### src/inc/lcsd_pkg.sv
package lcsd_pkg;

   // ----------------------------------------------------------------
   // register map
   // ----------------------------------------------------------------
   localparam logic [15:0] ADR_GIO_ONE   = 16'h2730;
   localparam logic [15:0] ADR_GIO_TWO   = 16'h2734;
   localparam logic [15:0] ADR_GIO_THREE = 16'h2738;
   localparam logic [15:0] ADR_GIO_FOUR  = 16'h273c;
   localparam logic [15:0] ADR_GMEM      = 16'h2740;
   localparam logic [15:0] ADR_FLASH     = 16'h2744;
   localparam logic [15:0] ADR_GCS       = 16'h274c;
   localparam logic [15:0] ADR_TRAP_LOW  = 16'h2750;
   localparam logic [15:0] ADR_TRAP_HIGH = 16'h2754;
   localparam logic [15:0] ADR_LEG_RANGE = 16'h2770;
   localparam logic [15:0] ADR_IO_ENABLE = 16'h2774;
   localparam logic [15:0] ADR_LINK_CTRL = 16'h2234;
   localparam logic [15:0] ADR_TRAP_STAT = 16'h2780;

   // ----------------------------------------------------------------
   // reset values and writable masks
   // ----------------------------------------------------------------
   localparam logic [31:0] RST_FLASH     = 32'h0000ffcf;
   localparam logic [31:0] WM_FLASH      = 32'h00007fcf;
   localparam logic [31:0] WM_GIO        = 32'h00fcfffe;
   localparam logic [31:0] WM_GMEM       = 32'hffff0001;
   localparam logic [31:0] WM_GCS_ROUTE  = 32'hffff0800;
   localparam logic [31:0] WM_TRAP_LOW   = 32'h00fcfffd;
   localparam logic [31:0] WM_TRAP_HIGH  = 32'h000300ff;
   localparam logic [31:0] WM_LEG_RANGE  = 32'h00001377;
   localparam logic [31:0] WM_IO_ENABLE  = 32'h0000030f;

   // ----------------------------------------------------------------
   // field positions
   // ----------------------------------------------------------------
   localparam int GIO_ENABLE_BIT   = 1;
   localparam int TRAP_ENABLE_BIT  = 0;
   localparam int DIR_MASK_BIT     = 17;
   localparam int DIR_VALUE_BIT    = 16;
   localparam int POST_ROUTE_BIT   = 11;
   localparam int BOOT_SEL_BIT     = 10;
   localparam int LOCKDOWN_BIT     = 0;
   localparam int SEC_LOCK_BIT     = 31;
   localparam int FLOPPY_BIT       = 12;
   localparam int LEGACY_F_BIT     = 7;
   localparam int LEGACY_E_BIT     = 6;

   // ----------------------------------------------------------------
   // address constants and bus response codes
   // ----------------------------------------------------------------
   localparam logic [11:0] SEG512_TOP     = 12'hfff;
   localparam logic [11:0] FEAT_OFFSET    = 12'h004;
   localparam logic [15:0] LEGACY_F_BLOCK = 16'h000f;
   localparam logic [15:0] LEGACY_E_BLOCK = 16'h000e;
   localparam logic [15:0] POST_BASE      = 16'h0080;
   localparam logic [15:0] FLOPPY_PRI     = 16'h03f0;
   localparam logic [15:0] FLOPPY_SEC     = 16'h0370;
   localparam logic [15:0] FLOPPY_GAP     = 16'h0006;
   localparam logic [15:0] PRN_HIGH_OFS   = 16'h0400;
   localparam logic [15:0] GAME_LOW       = 16'h0200;
   localparam logic [15:0] GAME_HIGH      = 16'h0208;
   localparam logic [11:0] SEG1M_DATA     = 12'hff4;
   localparam logic [11:0] SEG1M_FEAT     = 12'hff0;
   localparam logic [15:0] PRN_STD        = 16'h0378;
   localparam logic [15:0] PRN_ALT        = 16'h0278;
   localparam logic [15:0] PRN_NARROW     = 16'h038c;
   localparam logic [15:0] PRN_NARROW_END = 16'h038e;
   localparam logic [15:0] PRN_RO_PORT    = 16'h0279;
   localparam logic [15:0] ALIAS_PORT [8] = '{16'h0090, 16'h0094, 16'h0095, 16'h0096,
                                              16'h0098, 16'h009c, 16'h009d, 16'h009e};
   localparam logic [15:0] SERIAL_BASE [8] = '{16'h03f8, 16'h02f8, 16'h0220, 16'h0228,
                                               16'h0238, 16'h02e8, 16'h0338, 16'h03e8};
   localparam logic [1:0]  RESP_OKAY      = 2'h0;
   localparam logic [1:0]  RESP_UNMAPPED  = 2'h3;

   // ----------------------------------------------------------------
   // routing results and bus states
   // ----------------------------------------------------------------
   typedef enum logic [2:0] {
      LCSD_DEFAULT,
      LCSD_ESPI,
      LCSD_SPI,
      LCSD_ROOT_PORT
   } lcsd_target_type;

   typedef enum logic [1:0] {
      LCSD_IDLE,
      LCSD_ACK
   } lcsd_bus_state_type;

endpackage : lcsd_pkg

### src/design/lcsd_decoder.sv
// Added by the designer: register access over Avalon-MM.
`timescale 1ns/10ps
module lcsd_decoder (
   // clock and reset
   input  wire logic                      sys_clk,
   input  wire logic                      rst_b,
   // avalon-mm slave
   input  wire logic [15:0]               avs_address,
   input  wire logic                      avs_read,
   input  wire logic                      avs_write,
   input  wire logic [31:0]               avs_writedata,
   input  wire logic [3:0]                avs_byteenable,
   output logic      [31:0]               avs_readdata,
   output logic                           avs_waitrequest,
   output logic      [1:0]                avs_response,
   // downstream cycle in
   input  wire logic                      cyc_valid,
   input  wire logic                      cyc_is_mem,
   input  wire logic                      cyc_is_read,
   input  wire logic [31:0]               cyc_addr,
   input  wire logic [3:0]                cyc_byte_en,
   // decode result
   output logic                           dec_valid,
   output lcsd_pkg::lcsd_target_type      dec_target,
   output logic      [15:0]               dec_dest_id,
   output logic                           dec_trapped
);
   import lcsd_pkg::*;

   // ----------------------------------------------------------------
   // state
   // ----------------------------------------------------------------
   typedef struct packed {
      lcsd_bus_state_type bus_state;
      logic               waitrequest;
      logic [31:0]        readdata;
      logic [1:0]         response;
      logic [3:0][31:0]   gio;
      logic [31:0]        gmem;
      logic [31:0]        flash;
      logic [31:0]        general_control_status;
      logic [31:0]        trap_low;
      logic [31:0]        trap_high;
      logic [31:0]        leg_range;
      logic [31:0]        io_enable;
      logic               sec_lock;
      logic [3:0]         trap_stat;
      logic               dec_valid;
      lcsd_target_type    dec_target;
      logic [15:0]        dec_dest_id;
      logic               dec_trapped;
   } lcsd_state_type;

   lcsd_state_type st;
   lcsd_state_type next_st;

   // ----------------------------------------------------------------
   // functions
   // ----------------------------------------------------------------
   function automatic logic [31:0] merge(input logic [31:0] old_v, input logic [31:0] new_v,
                                         input logic [31:0] wmask, input logic [3:0] be);
      logic [31:0] lanes;
      lanes = {{8{be[3]}}, {8{be[2]}}, {8{be[1]}}, {8{be[0]}}} & wmask;
      return (old_v & ~lanes) | (new_v & lanes);
   endfunction : merge

   function automatic logic dw_match(input logic [31:0] cfg, input logic [15:0] a);
      logic [15:0] care;
      care = {8'hff, ~cfg[23:18], 2'h0};
      return ((a & care) == (cfg[15:0] & care & 16'hfffc));
   endfunction : dw_match

   function automatic logic [15:0] serial_base(input logic [2:0] code);
      return SERIAL_BASE[code];
   endfunction : serial_base

   function automatic logic in_eight(input logic [15:0] a, input logic [15:0] base);
      return (a[15:3] == base[15:3]);
   endfunction : in_eight

   function automatic logic reg_known(input logic [15:0] a);
      return (a == ADR_LINK_CTRL) || (a == ADR_FLASH) || (a == ADR_GMEM) || (a == ADR_GCS) ||
             (a == ADR_TRAP_LOW) || (a == ADR_TRAP_HIGH) || (a == ADR_LEG_RANGE) ||
             (a == ADR_IO_ENABLE) || (a == ADR_TRAP_STAT) || (a[15:4] == ADR_GIO_ONE[15:4]);
   endfunction : reg_known

   function automatic logic [31:0] read_word(input lcsd_state_type s, input logic [15:0] a);
      logic [31:0] w;
      w = 32'h0;
      if (a == ADR_LINK_CTRL) w[SEC_LOCK_BIT] = s.sec_lock;
      else if (a == ADR_FLASH) w = s.flash;
      else if (a == ADR_GMEM) w = s.gmem;
      else if (a == ADR_GCS) w = s.general_control_status;
      else if (a == ADR_TRAP_LOW) w = s.trap_low;
      else if (a == ADR_TRAP_HIGH) w = s.trap_high;
      else if (a == ADR_LEG_RANGE) w = s.leg_range;
      else if (a == ADR_IO_ENABLE) w = s.io_enable;
      else if (a == ADR_TRAP_STAT) w[3:0] = s.trap_stat;
      else if (a[15:4] == ADR_GIO_ONE[15:4]) w = s.gio[a[3:2]];
      return w;
   endfunction : read_word

   // ----------------------------------------------------------------
   // decode terms
   // ----------------------------------------------------------------
   logic [15:0] io_a;
   logic [11:0] seg_hi;
   logic        flash_hit;
   logic        gmem_hit;
   logic        post_hit;
   logic        alias_hit;
   logic        legacy_io_hit;
   logic        gio_hit;
   logic        trap_hit;
   logic        locked;
   logic        prn_hit;
   logic        fdd_hit;
   logic [15:0] fdd_base;
   logic [15:0] prn_base;

   always_comb begin
      io_a     = cyc_addr[15:0];
      seg_hi   = cyc_addr[31:20];
      locked   = st.sec_lock;
      // flash segments, data then feature space 4MB lower
      flash_hit = 1'b0;
      if (seg_hi == SEG512_TOP || seg_hi == SEG512_TOP - FEAT_OFFSET) begin
         if (cyc_addr[19] || st.flash[15]) flash_hit = cyc_addr[19] | flash_hit;
         if (!cyc_addr[19]) flash_hit = st.flash[14];
      end
      for (int i = 0; i < 3; i++) begin
         if (seg_hi == SEG512_TOP - 12'(i + 1) ||
             seg_hi == SEG512_TOP - FEAT_OFFSET - 12'(i + 1)) begin
            flash_hit = st.flash[13 - 2 * i - (cyc_addr[19] ? 0 : 1)];
         end
      end
      for (int i = 0; i < 4; i++) begin
         if (seg_hi == SEG1M_DATA + 12'(i) || seg_hi == SEG1M_FEAT + 12'(i)) begin
            flash_hit = st.flash[i];
         end
      end
      if (cyc_addr[31:16] == LEGACY_F_BLOCK) flash_hit = st.flash[LEGACY_F_BIT];
      if (cyc_addr[31:16] == LEGACY_E_BLOCK) flash_hit = st.flash[LEGACY_E_BIT];
      gmem_hit = st.gmem[0] && (cyc_addr[31:16] == st.gmem[31:16]);
      // io windows
      post_hit  = (io_a[15:4] == POST_BASE[15:4]);
      alias_hit = 1'b0;
      for (int i = 0; i < 8; i++) begin
         if (io_a == ALIAS_PORT[i]) alias_hit = 1'b1;
      end
      gio_hit = 1'b0;
      for (int i = 0; i < 4; i++) begin
         if (st.gio[i][GIO_ENABLE_BIT] && dw_match(st.gio[i], io_a)) gio_hit = 1'b1;
      end
      fdd_base = st.leg_range[FLOPPY_BIT] ? FLOPPY_SEC : FLOPPY_PRI;
      fdd_hit  = in_eight(io_a, fdd_base) && (io_a[2:0] != FLOPPY_GAP[2:0]);
      case (st.leg_range[9:8])
         2'h0: prn_base = PRN_STD;
         2'h1: prn_base = PRN_ALT;
         default: prn_base = PRN_NARROW;
      endcase
      prn_hit = (st.leg_range[9:8] != 2'h3) &&
                (in_eight(io_a, prn_base) || in_eight(io_a, prn_base + PRN_HIGH_OFS));
      if (st.leg_range[9:8] == 2'h2) begin
         prn_hit = prn_hit && (io_a[2:0] >= PRN_NARROW[2:0]) &&
                   (io_a[2:0] <= PRN_NARROW_END[2:0]);
      end
      if (st.leg_range[9:8] == 2'h1 && io_a == PRN_RO_PORT) prn_hit = prn_hit && cyc_is_read;
      legacy_io_hit =
         (st.io_enable[0] && in_eight(io_a, serial_base(st.leg_range[2:0]))) ||
         (st.io_enable[1] && in_eight(io_a, serial_base(st.leg_range[6:4]))) ||
         (st.io_enable[2] && prn_hit) || (st.io_enable[3] && fdd_hit) ||
         (st.io_enable[8] && in_eight(io_a, GAME_LOW)) ||
         (st.io_enable[9] && in_eight(io_a, GAME_HIGH));
      // trap comparator
      trap_hit = st.trap_low[TRAP_ENABLE_BIT] && dw_match(st.trap_low, io_a) &&
                 (st.trap_high[DIR_MASK_BIT] ||
                  (cyc_is_read == st.trap_high[DIR_VALUE_BIT])) &&
                 (((cyc_byte_en ^ st.trap_high[3:0]) & ~st.trap_high[7:4]) == 4'h0);
   end

   // ----------------------------------------------------------------
   // next state
   // ----------------------------------------------------------------
   always_comb begin
      next_st             = st;
      next_st.dec_valid   = 1'b0;
      next_st.dec_trapped = 1'b0;
      next_st.dec_target  = LCSD_DEFAULT;
      next_st.dec_dest_id = 16'h0000;
      // decode pipeline
      if (cyc_valid) begin
         next_st.dec_valid = 1'b1;
         if (cyc_is_mem) begin
            if (flash_hit) begin
               next_st.dec_target = st.general_control_status[BOOT_SEL_BIT] ? LCSD_ESPI : LCSD_SPI;
            end else if (gmem_hit) begin
               next_st.dec_target = LCSD_ESPI;
            end
         end else begin
            if (alias_hit) begin
               next_st.dec_target = LCSD_DEFAULT;
            end else if (post_hit) begin
               if (st.general_control_status[POST_ROUTE_BIT]) begin
                  next_st.dec_target  = LCSD_ROOT_PORT;
                  next_st.dec_dest_id = st.general_control_status[31:16];
               end
            end else if (gio_hit || legacy_io_hit) begin
               next_st.dec_target = LCSD_ESPI;
            end
            next_st.dec_trapped = trap_hit;
            if (trap_hit) next_st.trap_stat[0] = 1'b1;
         end
      end
      // register bus
      next_st.response = RESP_OKAY;
      case (st.bus_state)
         LCSD_IDLE: begin
            // read word and answer stand with the ack
            if (avs_read || avs_write) begin
               next_st.bus_state = LCSD_ACK;
               if (!reg_known(avs_address)) next_st.response = RESP_UNMAPPED;
               else if (avs_read) next_st.readdata = read_word(st, avs_address);
            end
         end
         default: begin
            next_st.bus_state = LCSD_IDLE;
            next_st.readdata  = 32'h0;
            if (avs_write) begin
               if (avs_address == ADR_LINK_CTRL) begin
                  if (avs_byteenable[3] && avs_writedata[SEC_LOCK_BIT]) next_st.sec_lock = 1'b1;
               end else if (avs_address == ADR_FLASH) begin
                  if (!locked) next_st.flash = merge(st.flash, avs_writedata, WM_FLASH,
                                                     avs_byteenable);
               end else if (avs_address == ADR_GMEM) begin
                  if (!locked) next_st.gmem = merge(st.gmem, avs_writedata, WM_GMEM,
                                                    avs_byteenable);
               end else if (avs_address == ADR_GCS) begin
                  if (!locked) next_st.general_control_status = merge(st.general_control_status, avs_writedata, WM_GCS_ROUTE,
                                                   avs_byteenable);
                  if (!locked && !st.general_control_status[LOCKDOWN_BIT] && avs_byteenable[1])
                     next_st.general_control_status[BOOT_SEL_BIT] = avs_writedata[BOOT_SEL_BIT];
                  if (avs_byteenable[0] && avs_writedata[LOCKDOWN_BIT])
                     next_st.general_control_status[LOCKDOWN_BIT] = 1'b1;
               end else if (avs_address == ADR_TRAP_LOW) begin
                  next_st.trap_low = merge(st.trap_low, avs_writedata, WM_TRAP_LOW, avs_byteenable);
               end else if (avs_address == ADR_TRAP_HIGH) begin
                  next_st.trap_high = merge(st.trap_high, avs_writedata, WM_TRAP_HIGH,
                                            avs_byteenable);
               end else if (avs_address == ADR_LEG_RANGE) begin
                  if (!locked) next_st.leg_range = merge(st.leg_range, avs_writedata,
                                                         WM_LEG_RANGE, avs_byteenable);
               end else if (avs_address == ADR_IO_ENABLE) begin
                  if (!locked) next_st.io_enable = merge(st.io_enable, avs_writedata,
                                                         WM_IO_ENABLE, avs_byteenable);
               end else if (avs_address == ADR_TRAP_STAT) begin
                  // set wins over clear
                  if (avs_byteenable[0] && !(cyc_valid && !cyc_is_mem && trap_hit))
                     next_st.trap_stat = st.trap_stat & ~avs_writedata[3:0];
                  else if (avs_byteenable[0])
                     next_st.trap_stat = (st.trap_stat & ~avs_writedata[3:0]) | 4'h1;
               end else if (avs_address[15:4] == ADR_GIO_ONE[15:4] &&
                            avs_address[3:2] <= ADR_GIO_FOUR[3:2]) begin
                  if (!locked) next_st.gio[avs_address[3:2]] =
                     merge(st.gio[avs_address[3:2]], avs_writedata, WM_GIO,
                           avs_byteenable);
               end
            end
         end
      endcase
      next_st.waitrequest = (next_st.bus_state != LCSD_ACK);
   end

   // ----------------------------------------------------------------
   // registers
   // ----------------------------------------------------------------
   always_ff @(posedge sys_clk or negedge rst_b) begin
      if (!rst_b) begin
         st           <= '0;
         st.flash     <= RST_FLASH;
         st.bus_state <= LCSD_IDLE;
         st.waitrequest <= 1'b1;
      end else begin
         st <= next_st;
      end
   end

   assign avs_readdata    = st.readdata;
   assign avs_response    = st.response;
   assign avs_waitrequest = st.waitrequest;
   assign dec_valid       = st.dec_valid;
   assign dec_target      = st.dec_target;
   assign dec_dest_id     = st.dec_dest_id;
   assign dec_trapped     = st.dec_trapped;
endmodule : lcsd_decoder

### config.mk
export PLATFORM = sky130hd
export DESIGN_NAME = lcsd_decoder
export DESIGN_NICKNAME = d
export VERILOG_FILES = /design/src/inc/lcsd_pkg.sv /design/src/design/lcsd_decoder.sv
export SDC_FILE = /design/constraint.sdc
export NUM_CORES = 1
export LEC_CHECK = 0
export BUFFER_PORTS_ARGS = -buffer_cell sky130_fd_sc_hd__buf_2
export CAP_MARGIN = 40
export CORE_MARGIN = 4
export CORE_UTILIZATION = 56
export DETAILED_ROUTE_END_ITERATION = 8
export GPL_TIMING_DRIVEN = 0
export PLACE_DENSITY = 0.76
export SKIP_CTS_REPAIR_TIMING = 1
export SLEW_MARGIN = 5
export SYNTH_ARGS = -nofsm -noshare
export SYNTH_HDL_FRONTEND = slang
export SYNTH_SLANG_ARGS = --single-unit
### constraint.sdc
create_clock -name sys_clk -period 2.6 [get_ports sys_clk]
set_input_delay 0.52 -clock sys_clk [delete_from_list [all_inputs] [get_ports sys_clk]]
set_output_delay 0.52 -clock sys_clk [all_outputs]
set_load 0.05 [all_outputs]
### Yosys cells after proc, flatten, opt, wreduce, memory -nomap -nowiden

Memories as Yosys holds them, arrays and structs flattened.
Cells that the tools add are included.

| word-level totals | value |
|---|---|
| flip-flop bits (word level) | 415 |
| ROM bits | 256 |
| word-level logic and storage cells | 341 |
| memories | 2 |

| operators by class | value |
|---|---|
| add/sub/neg operators | 4 |
| $lt $le $gt $ge | 10 |
| equality and inequality tests | 62 |
| multiplexer cells | 97 |
| bitwise operators | 65 |
| reduce and logical (&&, ||, !) cells | 77 |

Memory list:

| memory | depth | width | rd ports | clocked after Yosys merged registers in | write ports | line | source |
|---|---|---|---|---|---|---|---|
| (name not given) | 8 | 16 | 1 | 0 | 0 | lcsd_decoder.sv:74 | `return SERIAL_BASE[code];` |
| (name not given) | 8 | 16 | 1 | 0 | 0 | lcsd_decoder.sv:74 |  |

Operator list:

| cell | count |
|---|---|
| 32-bit 2-to-1 mux | 14 |
| 32-bit bitwise AND | 10 |
| 32-bit OR | 8 |
| 12-bit equality test (second input constant) | 16 |
| 16-bit bitwise AND | 10 |
| 16-bit by 14-bit equality test with 1-bit output (second input constant) | 9 |
| 128-bit bitwise mux | 1 |
| 16-bit by 8-bit equality test with 1-bit output (second input constant) | 8 |
| 16-bit equality test | 6 |
| 16-bit 2-to-1 mux | 6 |
| 32-bit by 24-bit bitwise AND with 32-bit output | 2 |
| 32-bit binary-select mux with 2-bit select | 1 |
| 32-bit demux with 2-bit select | 1 |
| 32-bit by 7-bit less-than comparator with 1-bit output (second input constant) | 2 |
| 24-bit inverter with 32-bit output | 2 |
| 32-bit inverter | 2 |
| 5-bit by 32-bit subtractor with 32-bit output (first input constant) | 2 |
| 13-bit equality test | 4 |
| 1-bit 2-to-1 mux | 51 |
| 34-bit 2-to-1 mux | 1 |
| 32-bit by 10-bit bitwise AND with 32-bit output | 1 |
| 32-bit by 13-bit bitwise AND with 32-bit output | 1 |
| 32-bit by 15-bit bitwise AND with 32-bit output | 1 |
| 32-bit by 18-bit bitwise AND with 32-bit output | 1 |
| other kinds (58) | 155 |

### Depth between registers and ports, before layout

| depth | value |
|---|---|
| depth in word-level cells | 35 |
| mapped depth | 11 |
| gate-level depth less buffers | 7 |

### Worst setup path after synthesis

Ideal clock, no wire load.

| timing path | value |
|---|---|
| path type | input-to-reg |
| start | in avs_address[3] |
| end | reg (tool-made name) |
| arrival | 2.362 ns |
| required time | 2.475 ns |
| setup slack | 0.113 ns |
| stages on the path | 7 |
| buffers on the path | 2 |
| cells stage by stage | buf_2 nor4_4 nand4_1 nor2_1 and3_1 buf_2 mux2_2 |

RTL lines:

| element | line | source |
|---|---|---|
| from (decl) | lcsd_decoder.sv:8 | `input wire logic [15:0] avs_address,` |

==> metrics <==
run status=complete, but fails checks; failing checks=negative setup slack; starting density of the core=56.9%; clock root buffer master=clkbuf_16; total via count in the routed design=11,500; Layout area overhead=16.7%; setup repair after global routing missed its margin=false; HP Class=input port to flip-flop; total grt overflow=0; worst setup path class=input port to flip-flop; fin crit share=101%; number of synthesized register bits=between 200 and 300; Top cell by count, worst path=buf_2; CTS tree=done; hold_sp=cyc_valid; vias per inst=6.32; detailed router's first-iteration violation count=about 1,500; Final HPWL DP=33,500 µm; critical path data required time=3.04 ns; crit path time final=about 2.6 ns; count of TritonRoute iterations in the first routing pass=9; number of buffers added on ports=134; Synth warnings=0; core outline area=approximately 0.025 mm²; max-cap check violation count=0; WHS Path Cells=1; part of the Yosys area used for sequential elements=49.7%; proportion of synthesized flip-flops having asynchronous set or reset=100%; Distinct cells, synth=75; std cell rows=58; H-tree depth=1; count of buffer and inverter cells on the critical path=2; highest layer used for signal routing=met4; aggregate routed wire length=45,000 µm; Max Root-Sink Buffers=3; # nets final=between 1,500 and 2,000; met2 WL=20,600 µm; final-report setup violation count=8; routed len/inst=between 20 and 25 µm; data arrival time of the critical path=3.06 ns; cell with the largest stage delay on the worst path=nor3_2; netlist area before placement=0.0143 mm²; number of instances in the synthesized netlist=1,289; largest net degree at the start of global routing=roughly 120; total routed wire length on the met1 layer=17,500 µm; critical path capture point type=flip-flop; VDD IR-drop max=0.473 mV; worst setup skew after layout=~0.0094 ns; count of flip-flops with a built-in enable after synthesis=0; post-route setup slack=-0.0244 ns; vertical die dimension=168 µm; worst relative slew slack=between 30% and 40%; Crit Reg-Reg Endpoint=st[291]; via count of the first global-routing pass=11,400; transition at the pin with the smallest max-transition slack=0.946 ns; Post-Synthesis Mean Instance Area=11.1 µm²; launch instance of the worst register-to-register path=st[413]; number of antenna violations at the first check in global routing=1; Power Density=577 mW/mm²; final count of hold timing violations=0; die area=approximately 0.028 mm²; GPL Wtd Cong=~0.97; layout cells sized above 1=31.1%; Most used DFF post-synth=dfrtp_1; total DRC errors in the routed layout=0; CP Depth=7; Final Instance Area=about 0.017 mm²; Chip Width=168 µm; crit-path max cell delay=0.49 ns; peak clock frequency supported by timing=about 0.38 GHz; sequence of cells on the critical path=buf_2, nor4b_2, nand3_2, buf_2, nor3_2, nand3_1, mux2_2; number of top-level design ports=151; clock insertion delay at the later pin of the skew report=0.56 ns; static leakage power=7.80 nW; kind of launch point of the worst setup path=input port; R2R setup slack=0.11 ns; CTS Sinks=284; placed inst area=0.0155 mm²; maximum fanout count along the critical path=10; final antenna-violating net count=0; worst-case reg-to-reg path depth=10; commonest non-fill, non-tap cells in the layout=dfrtp_1, buf_2, mux2_2, nor2_1, a21oi_1; Place WS=-0.801 ns; total clock buffers created by CTS=30; GRT Util Overall=between 30% and 40%; met3 wire len=4850 µm; Clock transition at path regs=0.06 ns; number of slew-limit violations in the final report=0; crit-path leading delay family=simple AND/OR/NAND/NOR gates; Hold Path End=dec_valid; leading cell type in the layout, fill and taps excluded=dfrtp_1; first-pass GRT wire length=67,700 µm
-- power by group --
group          switching (mW)  total, mW  internal, mW
registers             0.00396       4.43          4.43
clock network            1.78       4.58          2.80
logic                   0.448      0.648         0.200
total                    2.23       9.66          7.43
-- final cells by class --
cell class,count,area [µm²]
diodes,3,7.51
plain buffers,168,911
clock buffers,44,905
clock inverters,12,168
fillers,1958,8450
inverters,4,15.0
multi-input cells,833,6380
flip-flops and latches,284,7120
well taps,330,413
repair buffers,145,816
-- routing by layer --
| metal | GRT usage (%) | vias to the layer above |
|---|---|---|
| li1 | - | 4926 |
| met1 | 42.5 | 5723 |
| met2 | 49.8 | 735 |
| met3 | 6.81 | 136 |
| met4 | 11.7 | 0 |
| met5 | 0 | - |
-- cell usage after synthesis, types with 5 or more instances --
| master | number | area [µm²] |
|---|---|---|
| and2_1 | 18 | 113 |
| dfstp_2 | 14 | 368 |
| a22oi_1 | 7 | 52.6 |
| xor2_1 | 19 | 166 |
| nor4_1 | 18 | 113 |
| nor2_1 | 91 | 342 |
| nand3_1 | 24 | 120 |
| buf_4 | 57 | 428 |
| o21ai_0 | 47 | 235 |
| nand2_1 | 87 | 327 |
| a22o_1 | 10 | 87.6 |
| o21ai_2 | 8 | 70.1 |
| a21o_1 | 5 | 37.5 |
| o2111ai_1 | 5 | 43.8 |
| o22ai_1 | 12 | 75.1 |
| nor2b_1 | 15 | 93.8 |
| nand4_1 | 18 | 113 |
| nor3_1 | 17 | 85.1 |
| xnor2_1 | 75 | 657 |
| buf_2 | 19 | 95.1 |
| a221oi_1 | 13 | 114 |
| nor4b_1 | 5 | 43.8 |
| dfrtp_1 | 270 | 6760 |
| mux4_2 | 34 | 766 |
| a21boi_0 | 6 | 45.0 |
| mux2i_1 | 28 | 280 |
| a222oi_1 | 14 | 140 |
| buf_1 | 7 | 26.3 |
| mux2_2 | 95 | 1070 |
| clkbuf_1 | 83 | 312 |
| a21oi_1 | 88 | 440 |
-- worst max path at each step --
stage,end,slack (ns),startpoint
floorplan,flip-flop,0.11,avs_address[3]
global placement,avs_readdata[4],-4.10,rst_b
detailed placement,avs_readdata[18],-0.80,avs_address[3]
CTS,st[368],-0.51,st[413]
global route,flip-flop,0.004,avs_address[11]
finish,flip-flop,-0.02,avs_address[11]
-- cells by family (layout without fill, tap and decap cells) --
group                     after synthesis  after routing  share of synthesized area (%)
and+or+nand+nor                       331            331                           12.2
DFF                                   284            284                           49.7
AOI/OAI and AO/OA                     249            249                           11.3
buffers and inverters                 173            373                           6.26
muxes                                 157            157                           14.8
xor gates and xnor gates               94             94                           5.74
other                                   1              5                         0.0262
-- stage by stage --
stage / instances / hold slack (ns) / setup TNS (ns) / power, mW / util, %
floorplan: 1290 / 0.224 / 0 / 4.80 / -
global placement: 1754 / 0.417 / -1250.92 / 5.12 / 61.3
detailed placement: 1757 / 0.416 / -113.52 / 5.14 / 61.5
CTS: 1813 / -0.0337 / -27.12 / 9.67 / 65.8
global route: 1821 / 0.145 / 0 / 9.93 / 66.4
finish: 1823 / 0.155 / -0.122 / 9.66 / 66.5
Power figures use the tool's default switching activity.
